## src/core/sar_seq_map.svh

```systemverilog
// Purpose: register offsets, field positions and counts
// Assumes: byte wide register port, 6-bit address
// Notes: definitions only
`ifndef SAR_SEQ_MAP_SVH
`define SAR_SEQ_MAP_SVH

// register offsets
`define PIN_BUF_DIS_ADDR 6'h01
`define CTRL_B_ADDR 6'h03
`define RES_LOW_ADDR 6'h04
`define RES_HIGH_ADDR 6'h05
`define CTRL_A_ADDR 6'h06
`define CHAN_REF_ADDR 6'h07

// converter_control_a fields
`define EN_BIT 7
`define START_BIT 6
`define AUTO_BIT 5
`define DONE_BIT 4
`define DIV_HI 2
// converter_control_b fields
`define ALIGN_BIT 4
`define TRIG_HI 2
// channel_reference_reg fields
`define REF_HI 7
`define REF_LO 6
`define CHAN_HI 5

// reset values
`define BYTE_ZERO 8'h00
`define CHAN_ZERO 6'h00
`define REF_ZERO 2'h0

// channel codes
`define TEMP_CHAN 6'h22
`define LAST_SINGLE 6'h07
// trigger code meaning "own completion flag"
`define FREE_RUN_SEL 3'h0

// conversion timing, converter clock cycles
`define NORM_LAST 5'h0C
`define FIRST_LAST 5'h18
`define NORM_SAMPLE 5'h01
`define FIRST_SAMPLE 5'h0E
`define TRIG_SAMPLE 5'h01
`define TRIG_DONE 5'h0D
`define TRIG_LAST 5'h0C

`endif

```

## src/core/sar_seq_pkg.sv

```systemverilog
// Purpose: types for the conversion sequencer
// Assumes: map header gives the numbers
// Notes: whole state lives in one packed struct
package sar_seq_pkg;

  // sequencer states
  typedef enum logic [1:0] {
    ST_IDLE = 2'b00,
    ST_ARMED = 2'b01,
    ST_CONV = 2'b10
  } seq_state_t;

  // register port request
  typedef struct packed {
    logic [5:0] addr;
    logic [7:0] wdata;
    logic wr;
    logic rd;
  } reg_bus_t;

  // controls toward the analog core
  typedef struct packed {
    logic enable;
    logic [5:0] channel;
    logic [1:0] reference;
    logic gain_20x;
    logic gain_bypass;
    logic sample_hold;
  } analog_ctrl_t;

  // complete sequencer state
  typedef struct packed {
    seq_state_t state;
    logic [7:0] presc;
    logic [4:0] cyc;
    logic first;
    logic trig_conv;
    logic done_flag;
    logic enable;
    logic auto_en;
    logic [2:0] div_sel;
    logic [2:0] trig_sel;
    logic left_align;
    logic [5:0] chan_reg;
    logic [1:0] ref_reg;
    logic [5:0] chan_act;
    logic [1:0] ref_act;
    logic [9:0] result;
    logic rd_lock;
    logic [7:0] buf_dis;
    logic [7:0] rd_data;
    logic trig_prev;
    logic [7:0] pin_value;
    analog_ctrl_t analog;
  } seq_regs_t;

endpackage : sar_seq_pkg

```

## src/core/sar_conversion_sequencer.sv

```systemverilog
// Purpose: control of a 10-bit successive approximation converter
// Assumes: all inputs synchronous to ref_clk (20 MHz)
// Notes: converter clock is an enable pulse from the prescaler
//
// Notes on behaviour
// 10-bit result, right or left aligned
// low byte read locks until high read
// done flag set even when discarded
// start bit begins conversion, self clears
// channel change waits for conversion end
// trigger edge resets prescaler, starts conversion
// edges during conversion ignored, no relevel
// source flag cleared by software between triggers
// done flag trigger converts continuously
// start works under auto, reads busy
// prescaler runs only while enabled
// software start waits next converter edge
// 13 cycles, first after enable 25
// sample at 1.5, first at 14.5
// completion stores result, flags, clears start
// selections effective only when enabled
// six-bit select, 100010 temperature sensor
// bit zero picks gain, single-ended bypass
// two-bit reference select
// buffer disable forces port bit zero
// triggered sample two cycles after edge
// selection locked during conversion, tracks end
// free running keeps start bit high
// field encodings kept as local choices
//
// Chosen here: strobed register access.
`include "sar_seq_map.svh"

module sar_conversion_sequencer
  import sar_seq_pkg::*;
(
  // clock and reset
  input wire logic ref_clk,
  input wire logic reset,
  // register port
  input wire reg_bus_t bus,
  output logic [7:0] rd_data,
  // analog core side
  input wire logic [9:0] sar_result,
  output analog_ctrl_t analog,
  // trigger sources and port pins
  input wire logic [7:0] trig_in,
  input wire logic [7:0] pin_in,
  output logic [7:0] pin_value,
  output logic [7:0] buf_disable
);

  ////////////////////////////////////////////////////////////////
  // state and derived terms

  seq_regs_t s; // registered state
  seq_regs_t next_s; // next state
  logic [2:0] div_exp; // prescaler power of two
  logic [7:0] div_last; // last prescaler count
  logic tick; // converter clock rising edge
  logic half; // converter clock falling edge
  logic free_sel; // own done flag as trigger
  logic trig_lvl; // selected trigger level
  logic trig_edge; // its rising edge
  logic trig_go; // start by trigger
  logic [4:0] len_last; // last cycle of an untriggered conversion
  logic [4:0] last_c; // cycle where tracking resumes
  logic samp_evt; // sample instant
  logic done_evt; // completion instant
  logic track; // selection follows register
  logic diff; // differential channel

  // division select as power of two, zero taken as two
  assign div_exp = (s.div_sel == 3'h0) ? 3'h1 : s.div_sel;
  assign div_last = 8'((8'h01 << div_exp) - 8'h01);
  // converter clock edges from the prescaler
  // half is the falling edge; with divide by two it lands on count zero
  assign tick = s.enable && (s.presc == div_last);
  assign half = s.enable && (s.presc == (div_last >> 1));

  // trigger index picks a source, one code means free run
  assign free_sel = (s.trig_sel == `FREE_RUN_SEL);
  assign trig_lvl = trig_in[s.trig_sel];
  // a source flag left high gives no new edge until cleared
  assign trig_edge = trig_lvl && !s.trig_prev;
  // edge only in idle or armed
  // edges during a conversion fall through here
  assign trig_go = s.enable && s.auto_en && !free_sel &&
                   trig_edge && (s.state != ST_CONV);

  // first conversion longer
  assign len_last = s.first ? `FIRST_LAST : `NORM_LAST;
  assign last_c = s.trig_conv ? `TRIG_LAST : len_last;

  // normal and first sample on the falling edge
  // triggered sample two converter cycles after edge
  assign samp_evt = (s.state == ST_CONV) && (s.trig_conv ?
    (tick && s.cyc == `TRIG_SAMPLE) :
    (half && s.cyc == (s.first ? `FIRST_SAMPLE : `NORM_SAMPLE)));

  // completion at end of the last cycle, triggered ones on the falling edge of cycle 13
  assign done_evt = (s.state == ST_CONV) && (s.trig_conv ?
    (half && s.cyc == `TRIG_DONE) : (tick && s.cyc == len_last));

  // tracking outside a conversion or from cycle last_c on
  // a write landing mid conversion waits in chan_reg until this opens
  assign track = (s.state != ST_CONV) || (s.cyc >= last_c);

  // single-ended codes below eight, sensor bypasses too
  assign diff = (s.chan_act > `LAST_SINGLE) &&
                (s.chan_act != `TEMP_CHAN);

  ////////////////////////////////////////////////////////////////
  // next state

  always_comb begin
    next_s = s;
    next_s.analog.sample_hold = 1'b0;
    // read data stands one cycle only, zero otherwise
    next_s.rd_data = `BYTE_ZERO;
    next_s.trig_prev = trig_lvl;
    // masked port bits
    next_s.pin_value = pin_in & ~s.buf_dis;

    // prescaler held clear while disabled
    if (!s.enable || trig_go) begin
      // trigger realigns converter clock
      next_s.presc = 8'h00;
    end else if (tick) begin
      next_s.presc = 8'h00;
    end else begin
      next_s.presc = 8'(s.presc + 8'h01);
    end

    // register writes
    if (bus.wr) begin
      if (bus.addr == `CTRL_A_ADDR) begin
        next_s.enable = bus.wdata[`EN_BIT];
        next_s.auto_en = bus.wdata[`AUTO_BIT];
        next_s.div_sel = bus.wdata[`DIV_HI:0];
        // flag cleared by writing one
        if (bus.wdata[`DONE_BIT]) begin
          next_s.done_flag = 1'b0;
        end
        // start accepted whenever idle, enable may come in the same write
        if (bus.wdata[`START_BIT] && bus.wdata[`EN_BIT] && s.state == ST_IDLE) begin
          next_s.state = ST_ARMED;
        end
      end else if (bus.addr == `CTRL_B_ADDR) begin
        next_s.left_align = bus.wdata[`ALIGN_BIT];
        next_s.trig_sel = bus.wdata[`TRIG_HI:0];
      end else if (bus.addr == `CHAN_REF_ADDR) begin
        // reference and R17 input held in buffer
        next_s.ref_reg = bus.wdata[`REF_HI:`REF_LO];
        next_s.chan_reg = bus.wdata[`CHAN_HI:0];
      end else if (bus.addr == `PIN_BUF_DIS_ADDR) begin
        next_s.buf_dis = bus.wdata;
      end
    end

    // register reads, data valid next cycle
    if (bus.rd) begin
      if (bus.addr == `CTRL_A_ADDR) begin
        // start bit shows any running conversion
        next_s.rd_data = {s.enable, s.state != ST_IDLE, s.auto_en,
                          s.done_flag, 1'b0, s.div_sel};
      end else if (bus.addr == `CTRL_B_ADDR) begin
        next_s.rd_data = {3'h0, s.left_align, 1'b0, s.trig_sel};
      end else if (bus.addr == `CHAN_REF_ADDR) begin
        next_s.rd_data = {s.ref_reg, s.chan_reg};
      end else if (bus.addr == `PIN_BUF_DIS_ADDR) begin
        next_s.rd_data = s.buf_dis;
      end else if (bus.addr == `RES_LOW_ADDR) begin
        // low byte per alignment
        next_s.rd_data = s.left_align ? {s.result[1:0], 6'h00} :
                                        s.result[7:0];
        // low read locks the pair
        next_s.rd_lock = 1'b1;
      end else if (bus.addr == `RES_HIGH_ADDR) begin
        next_s.rd_data = s.left_align ? s.result[9:2] :
                                        {6'h00, s.result[9:8]};
        // high read releases
        next_s.rd_lock = 1'b0;
      end
    end

    // sequencing
    case (s.state)
      ST_ARMED: begin
        // software start begins on converter edge
        if (tick) begin
          next_s.state = ST_CONV;
          next_s.cyc = 5'h00;
          next_s.trig_conv = 1'b0;
        end
      end
      ST_CONV: begin
        if (tick) begin
          next_s.cyc = 5'(s.cyc + 5'h01);
        end
        // hold pulse to core
        if (samp_evt) begin
          next_s.analog.sample_hold = 1'b1;
        end
        if (done_evt) begin
          // discard while locked
          if (!s.rd_lock) begin
            // result stored at completion
            next_s.result = sar_result;
          end
          // flag regardless of lock
          next_s.done_flag = 1'b1;
          next_s.first = 1'b0;
          next_s.cyc = 5'h00;
          next_s.trig_conv = 1'b0;
          // restart at once, start bit stays high
          if (s.auto_en && free_sel) begin
            next_s.state = ST_CONV;
          end else begin
            // single mode clears start
            next_s.state = ST_IDLE;
          end
        end
      end
      default: begin
        // idle: nothing to do
      end
    endcase

    // trigger start overrides a pending software start
    if (trig_go) begin
      next_s.state = ST_CONV;
      next_s.cyc = 5'h00;
      next_s.trig_conv = 1'b1;
    end

    // disable aborts, next conversion is the long one
    if (!next_s.enable) begin
      // prescaler cleared in the very cycle enable drops
      next_s.presc = 8'h00;
      next_s.state = ST_IDLE;
      next_s.first = 1'b1;
      next_s.trig_conv = 1'b0;
    end

    // selection follows buffer only when safe
    if (track) begin
      next_s.chan_act = s.chan_reg;
      next_s.ref_act = s.ref_reg;
    end

    // analog controls quiet while disabled, except gain_bypass
    next_s.analog.enable = s.enable;
    next_s.analog.channel = s.enable ? s.chan_act : `CHAN_ZERO;
    next_s.analog.reference = s.enable ? s.ref_act : `REF_ZERO;
    // gain from bit zero on differential pairs
    next_s.analog.gain_20x = s.enable && diff && s.chan_act[0];
    next_s.analog.gain_bypass = !diff;
  end

  ////////////////////////////////////////////////////////////////
  // state register

  // whole state in one flop bank, constants on reset
  always_ff @(posedge ref_clk or posedge reset) begin
    if (reset) begin
      s <= '0;
      s.state <= ST_IDLE;
      s.first <= 1'b1;
      s.analog.gain_bypass <= 1'b1;
    end else begin
      s <= next_s;
    end
  end

  // outputs straight from flops
  assign rd_data = s.rd_data;
  assign analog = s.analog;
  assign pin_value = s.pin_value;
  assign buf_disable = s.buf_dis;
endmodule : sar_conversion_sequencer

```

## config.mk

```make
export PLATFORM = sky130hd
export DESIGN_NAME = sar_conversion_sequencer
export DESIGN_NICKNAME = d
export VERILOG_FILES = /design/src/core/sar_seq_pkg.sv /design/src/core/sar_conversion_sequencer.sv
export VERILOG_INCLUDE_DIRS = /design/src /design/src/core
export SDC_FILE = /design/constraint.sdc
export NUM_CORES = 1
export LEC_CHECK = 0
export BUFFER_PORTS_ARGS = -buffer_cell sky130_fd_sc_hd__buf_2
export CORE_MARGIN = 3
export CORE_UTILIZATION = 40
export CTS_BUF_LIST = sky130_fd_sc_hd__clkbuf_16
export DETAILED_ROUTE_END_ITERATION = 12
export GPL_TIMING_DRIVEN = 0
export PLACE_DENSITY = 0.72
export SKIP_CTS_REPAIR_TIMING = 1
export SYNTH_ARGS = -nofsm -noshare
export SYNTH_HDL_FRONTEND = slang
export SYNTH_SLANG_ARGS = --single-unit
```

## constraint.sdc

```tcl
create_clock -name ref_clk -period 3.1 [get_ports ref_clk]
set_input_delay 0.62 -clock ref_clk [delete_from_list [all_inputs] [get_ports ref_clk]]
set_output_delay 0.62 -clock ref_clk [all_outputs]
set_load 0.01 [all_outputs]
```

### Yosys cells after proc, flatten, opt, wreduce, memory -nomap -nowiden

Cells that the tools add are included.

| cells by class | value |
|---|---|
| shift operators | 1 |
| magnitude comparators | 3 |
| $add $sub $neg | 3 |
| mux-type cells | 52 |
| reductions and logical operators | 40 |
| bitwise gates (word level) | 7 |
| equal/unequal tests | 23 |

Operator list:

| kind | count |
|---|---|
| $mux 8 | 14 |
| $mux 5 | 5 |
| $eq 6x3->1 const B | 4 |
| $logic_and 1x1->1 | 19 |
| $mux 18 | 1 |
| $mux 2 | 9 |
| $mux 1 | 12 |
| $mux 12 | 1 |
| $mux 6 | 2 |
| $ne 4x4->1 const B | 3 |
| $reduce_and 3->1 | 4 |
| $mux 10 | 1 |
| $pmux 5 s2 | 1 |
| $add 8x1->8 const B | 1 |
| $and 8x8->8 | 1 |
| $eq 8x7->1 | 1 |
| $eq 8x8->1 | 1 |
| $mux 4 | 2 |
| $not 8->8 | 1 |
| $shl 1x3->8 const A | 1 |
| $sub 8x1->8 const B | 1 |
| $eq 6x1->1 const B | 1 |
| $eq 6x2->1 const B | 1 |
| $gt 6x3->1 const B | 1 |
| 29 further kinds | 41 |

| word-level totals | value |
|---|---|
| output and inout port bits | 36 |
| flip-flop bits (word level) | 91 |

### Depth between registers and ports, before layout

Gate-level depths: netlist of run 1.

| logic depth | value |
|---|---|
| depth after elaboration | 13 |
| mapped depth | 9 |
| depth with buffers taken out | 8 |

### Worst setup path before layout of run 1

Ideal clock, no wire load.

| path | value |
|---|---|
| path type | flip-flop to flip-flop |
| start point | register s[70] (netlist bit) |
| end point | register s[38] (netlist bit) |
| required time | 2,975 ps |
| data arrival time | 2,447 ps |
| path buffers | 1 |
| setup slack | 529 ps |
| stages on the path, launching flop included | 10 |
| cell sequence | dfrtp_1 buf_2 or2_2 ha_1 nand2b_1 o211ai_1 nor4_4 and3_2 o21ai_4 mux2_2 |

| on the way | value |
|---|---|
| longest elaborated chain between the ends | 10 |
| elaborated cells between the ends (all ways) | 13 |

Ends and longest elaborated chain:

| item | RTL line | RTL |
|---|---|---|
| from (decl) | sar_conversion_sequencer.sv:56 | `seq_regs_t s;` |
| from (signal assigned) | sar_conversion_sequencer.sv:272 | `s <= next_s;` |
| $logic_not 3->1 | sar_conversion_sequencer.sv:74 | `assign div_exp = (s.div_sel == 3'h0) ? 3'h1 : s.div_sel;` |
| $mux 3 * | sar_conversion_sequencer.sv:74 |  |
| $shl 1x3->8 * | sar_conversion_sequencer.sv:75 | `assign div_last = 8'((8'h01 << div_exp) - 8'h01);` |
| $sub 8x1->8 * | sar_conversion_sequencer.sv:75 |  |
| $eq 8x8->1 / $eq 8x7->1 (equally long branches) | sar_conversion_sequencer.sv:78, sar_conversion_sequencer.sv:79 |  |
| $logic_and 1x1->1, on equally long branches | sar_conversion_sequencer.sv:78, sar_conversion_sequencer.sv:79 |  |
| $logic_and 1x1->1, on equally long branches | - |  |
| $mux 1 * | sar_conversion_sequencer.sv:102 | `assign done_evt = (s.state == ST_CONV) && (s.trig_conv ?` |
| $logic_and 1x1->1 * | sar_conversion_sequencer.sv:102 |  |
| $reduce_and 3->1 (no source line) * | - |  |

Mark *: on every way between the ends. The rest lies on a longest branch, timed or not.
A chain may end at the register's enable or synchronous reset.

### Worst setup path in the final report of run 1

| path | value |
|---|---|
| start point | register s[70] (netlist bit) |
| end point | register s[43] (netlist bit) |

The elaborated chain is that of the path after synthesis.

==> impl_metrics.env, run 1 <==
export IMPL_yosys_most_used_dff="dfrtp_1"
export IMPL_wl_per_cell_um=15.6
export IMPL_seqCellArea_um2=2280
export IMPL_vias=3604
export IMPL_routed_via_density=5.27
export IMPL_crit_fanout=10
export IMPL_wl_met3_um=483
export IMPL_max_freq_mhz=350
export IMPL_grt_start_max_net_pins=74
export IMPL_synthTopCellsByArea="dfrtp_1 46%, mux2_2 8.7%, buf_4 5.8%, ha_1 2.6%, nand2_1 2.2%"
export IMPL_critPathArrivalTime_ns=3.07
export IMPL_yosysMostFrequentCell="dfrtp_1"
export IMPL_grt_antenna_before_repair=0
export IMPL_worst_slack_ns=0.247
export IMPL_r2r_slack_ns=0.25
export IMPL_dr_pass1_iters=4
export IMPL_ir_worst_vdd_uv=323
export IMPL_hold_viol=0
export IMPL_finalClockSkew_ns=0.00802
export IMPL_drc_errors=0
export IMPL_ant_nets=0
export IMPL_synth_distinct_cells=67
export IMPL_pin_count=80
export IMPL_rows=39
export IMPL_synth_top_area_share_pct=46.4
export IMPL_clk_latency_ns=0.34
export IMPL_area_delta_synth_final_pct=19.8
export IMPL_cts_sinks=91
export IMPL_fillCellCount=1045
export IMPL_synth_area_per_cell_um2=10.8
export IMPL_multiInputGateArea_um2=2120
export IMPL_grt_pass1_wl_um=17900
export IMPL_pre_cts_ws_ns=0.177
export IMPL_synth_edf_count=0
export IMPL_clockRootBuffer="clkbuf_16"
export IMPL_drt_wl_total_um=10700
export IMPL_h_tree_depth=3
export IMPL_start_util_pct=41.5
export IMPL_portBuffers=78
export IMPL_nets=590
export IMPL_clkTransAtPathRegs_ns=0.07
export IMPL_p_leak_nw=2.80
export IMPL_fin_crit_sh_pct=92.0
export IMPL_drt_iter0_markers=225
export IMPL_drive_gt1_share_pct=36.6
export IMPL_core_area_um2=11600
export IMPL_fin_setup_tns_ns=0
export IMPL_finalCriticalPeriod_ns=2.85
export IMPL_cts_made_buffers=9
export IMPL_startpoint_type="flip-flop"
export IMPL_rsz0062_at_grt="no"
export IMPL_maxCapViolations=0
export IMPL_hp_class="in -> async"
export IMPL_worst_pin_slew_ns=0.489
export IMPL_die_w_um=116
export IMPL_ys_seq_elements=91
export IMPL_crit_required_ns=3.32
export IMPL_outcome="completed"
export IMPL_layoutNonFillerInstCount=684
export IMPL_clock_path_buffers=2
export IMPL_p_per_area_nw_per_um2=522
export IMPL_yosys_warnings=0
export IMPL_placed_cells=668
export IMPL_setup_violations_final=0
export IMPL_die_area_um2=13400
export IMPL_critPathKind="reg -> reg"
export IMPL_yosys_area_top_type="dfrtp_1"
export IMPL_netlist_area_um2=4800
export IMPL_cts_tree="done"
export IMPL_overflow=0
export IMPL_grt_pass1_vias=3691
export IMPL_gp_routability_congestion=0.921
export IMPL_synthesis_nets=500
export IMPL_postSynth_asyncResetShare_pct=100
export IMPL_antenna_cells=0
export IMPL_power_mw=3.00
export IMPL_m1WireLength_um=4750
export IMPL_synth_commonest_cells="89 x dfrtp_1, 37 x buf_4, 37 x mux2_2"
export IMPL_met2WireLength_um=5220
export IMPL_max_slew_margin_pct=67.1
export IMPL_die_h_um=116
export IMPL_cp_end_kind="flip-flop"
export IMPL_slew_viol_final=0
export IMPL_grt_usage_pct=16.8
export IMPL_synth_cells=446
export IMPL_synth_seq_area_share_pct=47.4
export IMPL_final_util_pct=49.8
export IMPL_dr_max_layer_used="met4"
export IMPL_dp_hpwl_um=7990
[report_power, final]
part | internal [mW] | switching [mW] | leakage (nW)
clock network | 0.786 | 0.452 | 0.169
logic | 0.211 | 0.201 | 1.42
registers | 1.28 | 0.0753 | 1.22
total | 2.27 | 0.728 | 2.80
[worst paths after layout]
check | startpoint | to | cells past startpoint
setup / recovery | s[70] | s[43] | 9
hold / removal | reset | s[83] | 2
setup reg to reg | s[70] | s[43] | 9
hold reg to reg | s[53] | analog[1] | 1
max in group asynchronous | reset | s[75] | 3
min in group ref_clk | s[53] | analog[1] | 1
[critical path: stages (launching register included)]
cell	delay, ns
dfrtp_1	0.44
buf_2	0.21
or2_2	0.30
ha_1	0.23
nand2b_1	0.17
o211ai_1	0.28
nor4_4	0.10
and3_2	0.27
o21ai_4	0.34
mux2_2	0.38
[through the flow]
stage / hold slack [ns] / cell area, um^2
after CTS: 0.227 / 5740
final: 0.223 / 5750
after global routing: 0.247 / 5750
after floorplan: 0.392 / 4800
after global placement: 0.421 / 5370
after detailed placement: 0.426 / 5400
[logic make-up (layout without fill, tap and decap cells)]
| group | Yosys count | after routing | share of synthesized area [%] |
|---|---|---|---|
| other | 1 | 1 | 0.0781 |
| AOI/OAI and AO/OA | 74 | 74 | 10.7 |
| DFF | 91 | 91 | 47.4 |
| adders and majority gates | 10 | 10 | 2.60 |
| buffers and inverters | 68 | 163 | 8.67 |
| and+or+nand+nor | 140 | 140 | 16.7 |
| muxes | 47 | 47 | 11.1 |
| xor gates and xnor gates | 15 | 15 | 2.73 |
[layout by cell type, fill, tap and decap left out, types with 3 or more instances in the layout]
| master | n |
|---|---|
| a211oi_1 | 3 |
| a21oi_1 | 10 |
| a22o_1 | 4 |
| a22oi_1 | 5 |
| a31oi_1 | 9 |
| and2_1 | 13 |
| and3_1 | 6 |
| and3b_1 | 3 |
| buf_2 | 83 |
| buf_4 | 37 |
| bufinv_16 | 3 |
| clkbuf_1 | 8 |
| clkbuf_16 | 9 |
| dfrtp_1 | 89 |
| ha_1 | 10 |
| inv_1 | 14 |
| mux2_1 | 3 |
| mux2_2 | 37 |
| mux2i_1 | 6 |
| nand2_1 | 28 |
| nand2b_1 | 5 |
| nand3_1 | 15 |
| nand4_1 | 5 |
| nor2_1 | 23 |
| nor2b_1 | 15 |
| nor3_1 | 5 |
| nor4b_1 | 3 |
| o21ai_0 | 14 |
| o22ai_1 | 5 |
| xnor2_1 | 8 |
| xor2_1 | 7 |
[state kept, by name, indices dropped and copies added, names as in the netlist]
register,flops
s,54
buf_disable,8
pin_value,8
rd_data,8
next_s,1
analog,12
[routing by layer]
| metal | global-route usage, % | vias up |
|---|---|---|
| met3 | 2.40 | 17 |
| met1 | 22.4 | 1775 |
| li1 | - | 1714 |
| met4 | 6.65 | 0 |
| met5 | 0 | - |
| met2 | 27.7 | 98 |
[layout make-up]
| cell class | count | share of cell area [%] |
|---|---|---|
| clock inverter | 7 | 2.00 |
| sequential | 91 | 39.6 |
| timing repair buffer | 79 | 7.26 |
| multi-input combinational | 287 | 36.8 |
| clock buffer | 9 | 3.91 |
| tap | 143 | 3.11 |
| buffer | 53 | 6.26 |
| inverter | 15 | 1.02 |
(Power assumes the default switching activity.)
==> inputs of run 2 (changes only) <==
--- a/config.mk
+++ b/config.mk
@@ -12,6 +12,7 @@
 export CTS_BUF_LIST = sky130_fd_sc_hd__clkbuf_16
 export DETAILED_ROUTE_END_ITERATION = 12
 export GPL_TIMING_DRIVEN = 0
+export HOLD_SLACK_MARGIN = 0.12
 export PLACE_DENSITY = 0.72
 export SKIP_CTS_REPAIR_TIMING = 1
 export SYNTH_ARGS = -nofsm -noshare
==> constraint.sdc (replaced) <==
create_clock -name ref_clk -period 3.1 [get_ports ref_clk]
set_input_delay 0.465 -clock ref_clk [delete_from_list [all_inputs] [get_ports ref_clk]]
set_output_delay 0.465 -clock ref_clk [all_outputs]
set_load 0.01 [all_outputs]
==> run 2 against run 1 <==
Effect of this change:
- wire length is 0.10% lower
- fmax hardly changed
- die area stayed put
- largest cell class unchanged
- non-clock buffer count is 1 higher
- utilization is 0.087 points higher
- final area is 0.17% higher
- critical endpoint unchanged
- setup slack better by 0.0011 ns
- first-iteration DRC count is 1.8% higher
- count of clock-buffer cells in the layout stayed put
- final cell count is 0.15% higher
- global-route usage stayed put
==> impl_metrics.env, run 2 (synthesis gave the netlist of run 1 again) <==
export IMPL_outcome="completed"
export IMPL_overflow=0
export IMPL_power_mw=3.01
export IMPL_hold_viol=0
export IMPL_dr_pass1_iters=4
export IMPL_grt_pass1_vias=3691
export IMPL_grt_start_max_net_pins=74
export IMPL_p_per_area_nw_per_um2=521
export IMPL_drive_gt1_share_pct=36.5
export IMPL_grt_use_met3_pct=2.40
export IMPL_rows=39
export IMPL_start_util_pct=41.5
export IMPL_cts_tree="done"
export IMPL_r2r_start="s[70]"
export IMPL_core_area_um2=11600
export IMPL_p_clk_share_pct=41.3
export IMPL_grtUsageMet2_pct=27.7
export IMPL_cts_sinks=91
export IMPL_max_slew_margin_pct=66.2
export IMPL_max_freq_mhz=351
export IMPL_ant_nets=0
export IMPL_portBuffers=78
export IMPL_hold_end="s[47]"
export IMPL_final_cell_mix="89 x dfrtp_1, 83 x buf_2, 37 x mux2_2, 37 x buf_4, 28 x nand2_1"
export IMPL_pin_count=80
export IMPL_pre_cts_ws_ns=0.177
export IMPL_hp_class="in -> reg"
export IMPL_wl_per_cell_um=15.6
export IMPL_worst_slack_ns=0.248
export IMPL_critPathKind="reg -> reg"
export IMPL_routed_via_density=5.28
export IMPL_worst_pin_slew_ns=0.502
export IMPL_largest_register="s"
export IMPL_antenna_cells=0
export IMPL_p_sw_mw=0.730
export IMPL_grt_usage_pct=16.8
export IMPL_die_w_um=116
export IMPL_setup_violations_final=0
export IMPL_cp_end_kind="flip-flop"
export IMPL_critPathArrivalTime_ns=3.07
export IMPL_startpoint_type="flip-flop"
export IMPL_ir_worst_vdd_uv=323
export IMPL_crit_fanout=10
export IMPL_grtUsageMet1_pct=22.4
export IMPL_r2r_slack_ns=0.25
export IMPL_p_seq_share_pct=45.0
export IMPL_fin_crit_sh_pct=92.0
export IMPL_dp_hpwl_um=7990
export IMPL_rsz0062_at_grt="no"
export IMPL_reg_top3="s (54), analog (12)"
export IMPL_switching_share_pct=24.3
export IMPL_gp_routability_congestion=0.921
export IMPL_intPower_mw=2.27
export IMPL_crit_required_ns=3.32
export IMPL_drt_wl_total_um=10700
export IMPL_power_frac_comb_pct=13.7
export IMPL_p_leak_nw=2.81
export IMPL_reg2regPathDepth=9
export IMPL_hold_path_depth=2
export IMPL_grt_pass1_wl_um=17900
export IMPL_clk_latency_ns=0.34
export IMPL_h_tree_depth=3
export IMPL_mostFrequentLayoutCell="dfrtp_1"
export IMPL_largest_reg_flops=54
export IMPL_drt_iter0_markers=229
export IMPL_min_from="sar_result[9]"
export IMPL_grt_antenna_before_repair=0
export IMPL_r2r_end="s[43]"
export IMPL_finalCriticalPeriod_ns=2.85
export IMPL_maxCapViolations=0
export IMPL_clock_path_buffers=2
export IMPL_drc_errors=0
export IMPL_cts_made_buffers=9
export IMPL_grt_busiest_layer="met2"
export IMPL_area_delta_synth_final_pct=20.0
export IMPL_clkTransAtPathRegs_ns=0.07
export IMPL_die_area_um2=13400
export IMPL_clockRootBuffer="clkbuf_16"
export IMPL_finalClockSkew_ns=0.00674
export IMPL_whs_ns=0.342
export IMPL_vias=3615
export IMPL_nets=591
export IMPL_slew_viol_final=0
export IMPL_die_h_um=116
[run 2: changes by cell type in the layout (fill, tap and decap cells not counted), sizes merged]
cell,previous run,this run
dlygate4sd3,0,1
[run 2: worst max path at each step]
stage | slack [ns] | end | from | cells past startpoint
final | 0.25 | s[43] | s[70] | 9
after global routing | 0.05 | s[77] | s[70] | 9
after CTS | 0.15 | s[77] | s[70] | 9
after detailed placement | 0.18 | s[77] | s[70] | 9
after global placement | -0.69 | s[39] | reset | 2
after floorplan | 0.27 | analog[0] | reset | 1
[run 2: per-stage QoR]
step	cell area, um^2	cells	util (%)	TNS (ns)
finish	5760	685	49.8	0
global placement	5370	667	46.5	-61.03
detailed placement	5400	668	46.7	0
floorplan	4800	446	-	0
global route	5760	685	49.8	0
CTS	5740	684	49.7	0
[run 2: power groups by stage]
stage | sequential (mW) | combinational [mW] | clock, mW
after floorplan | 1.34 | 0.292 | 0
final | 1.35 | 0.412 | 1.24
after global routing | 1.36 | 0.459 | 1.31
after detailed placement | 1.37 | 0.413 | 0
after CTS | 1.35 | 0.415 | 1.26
after global placement | 1.37 | 0.395 | 0
[run 2: layout make-up]
class                   instances  area (um^2)
flip-flops and latches         91         2280
clock buffers                   9          225
inverters                      15         58.8
well taps                     143          179
repair buffers                 80          428
multi-input cells             287         2120
fillers                      1045         5800
plain buffers                  53          360
clock inverters                 7          115
[run 2: layer usage]
metal  share of wire, %  up-vias
met4                2.1        0
met5                  0        -
li1                   -     1715
met3                5.5       17
met2                 48      111
met1                 44     1772
[run 2: critical path, stage by stage, from the launching register on]
cell and delay (ns):
dfrtp_1 0.44, buf_2 0.21, or2_2 0.30, ha_1 0.23
nand2b_1 0.17, o211ai_1 0.28, nor4_4 0.10, and3_2 0.27
o21ai_4 0.34, mux2_2 0.38
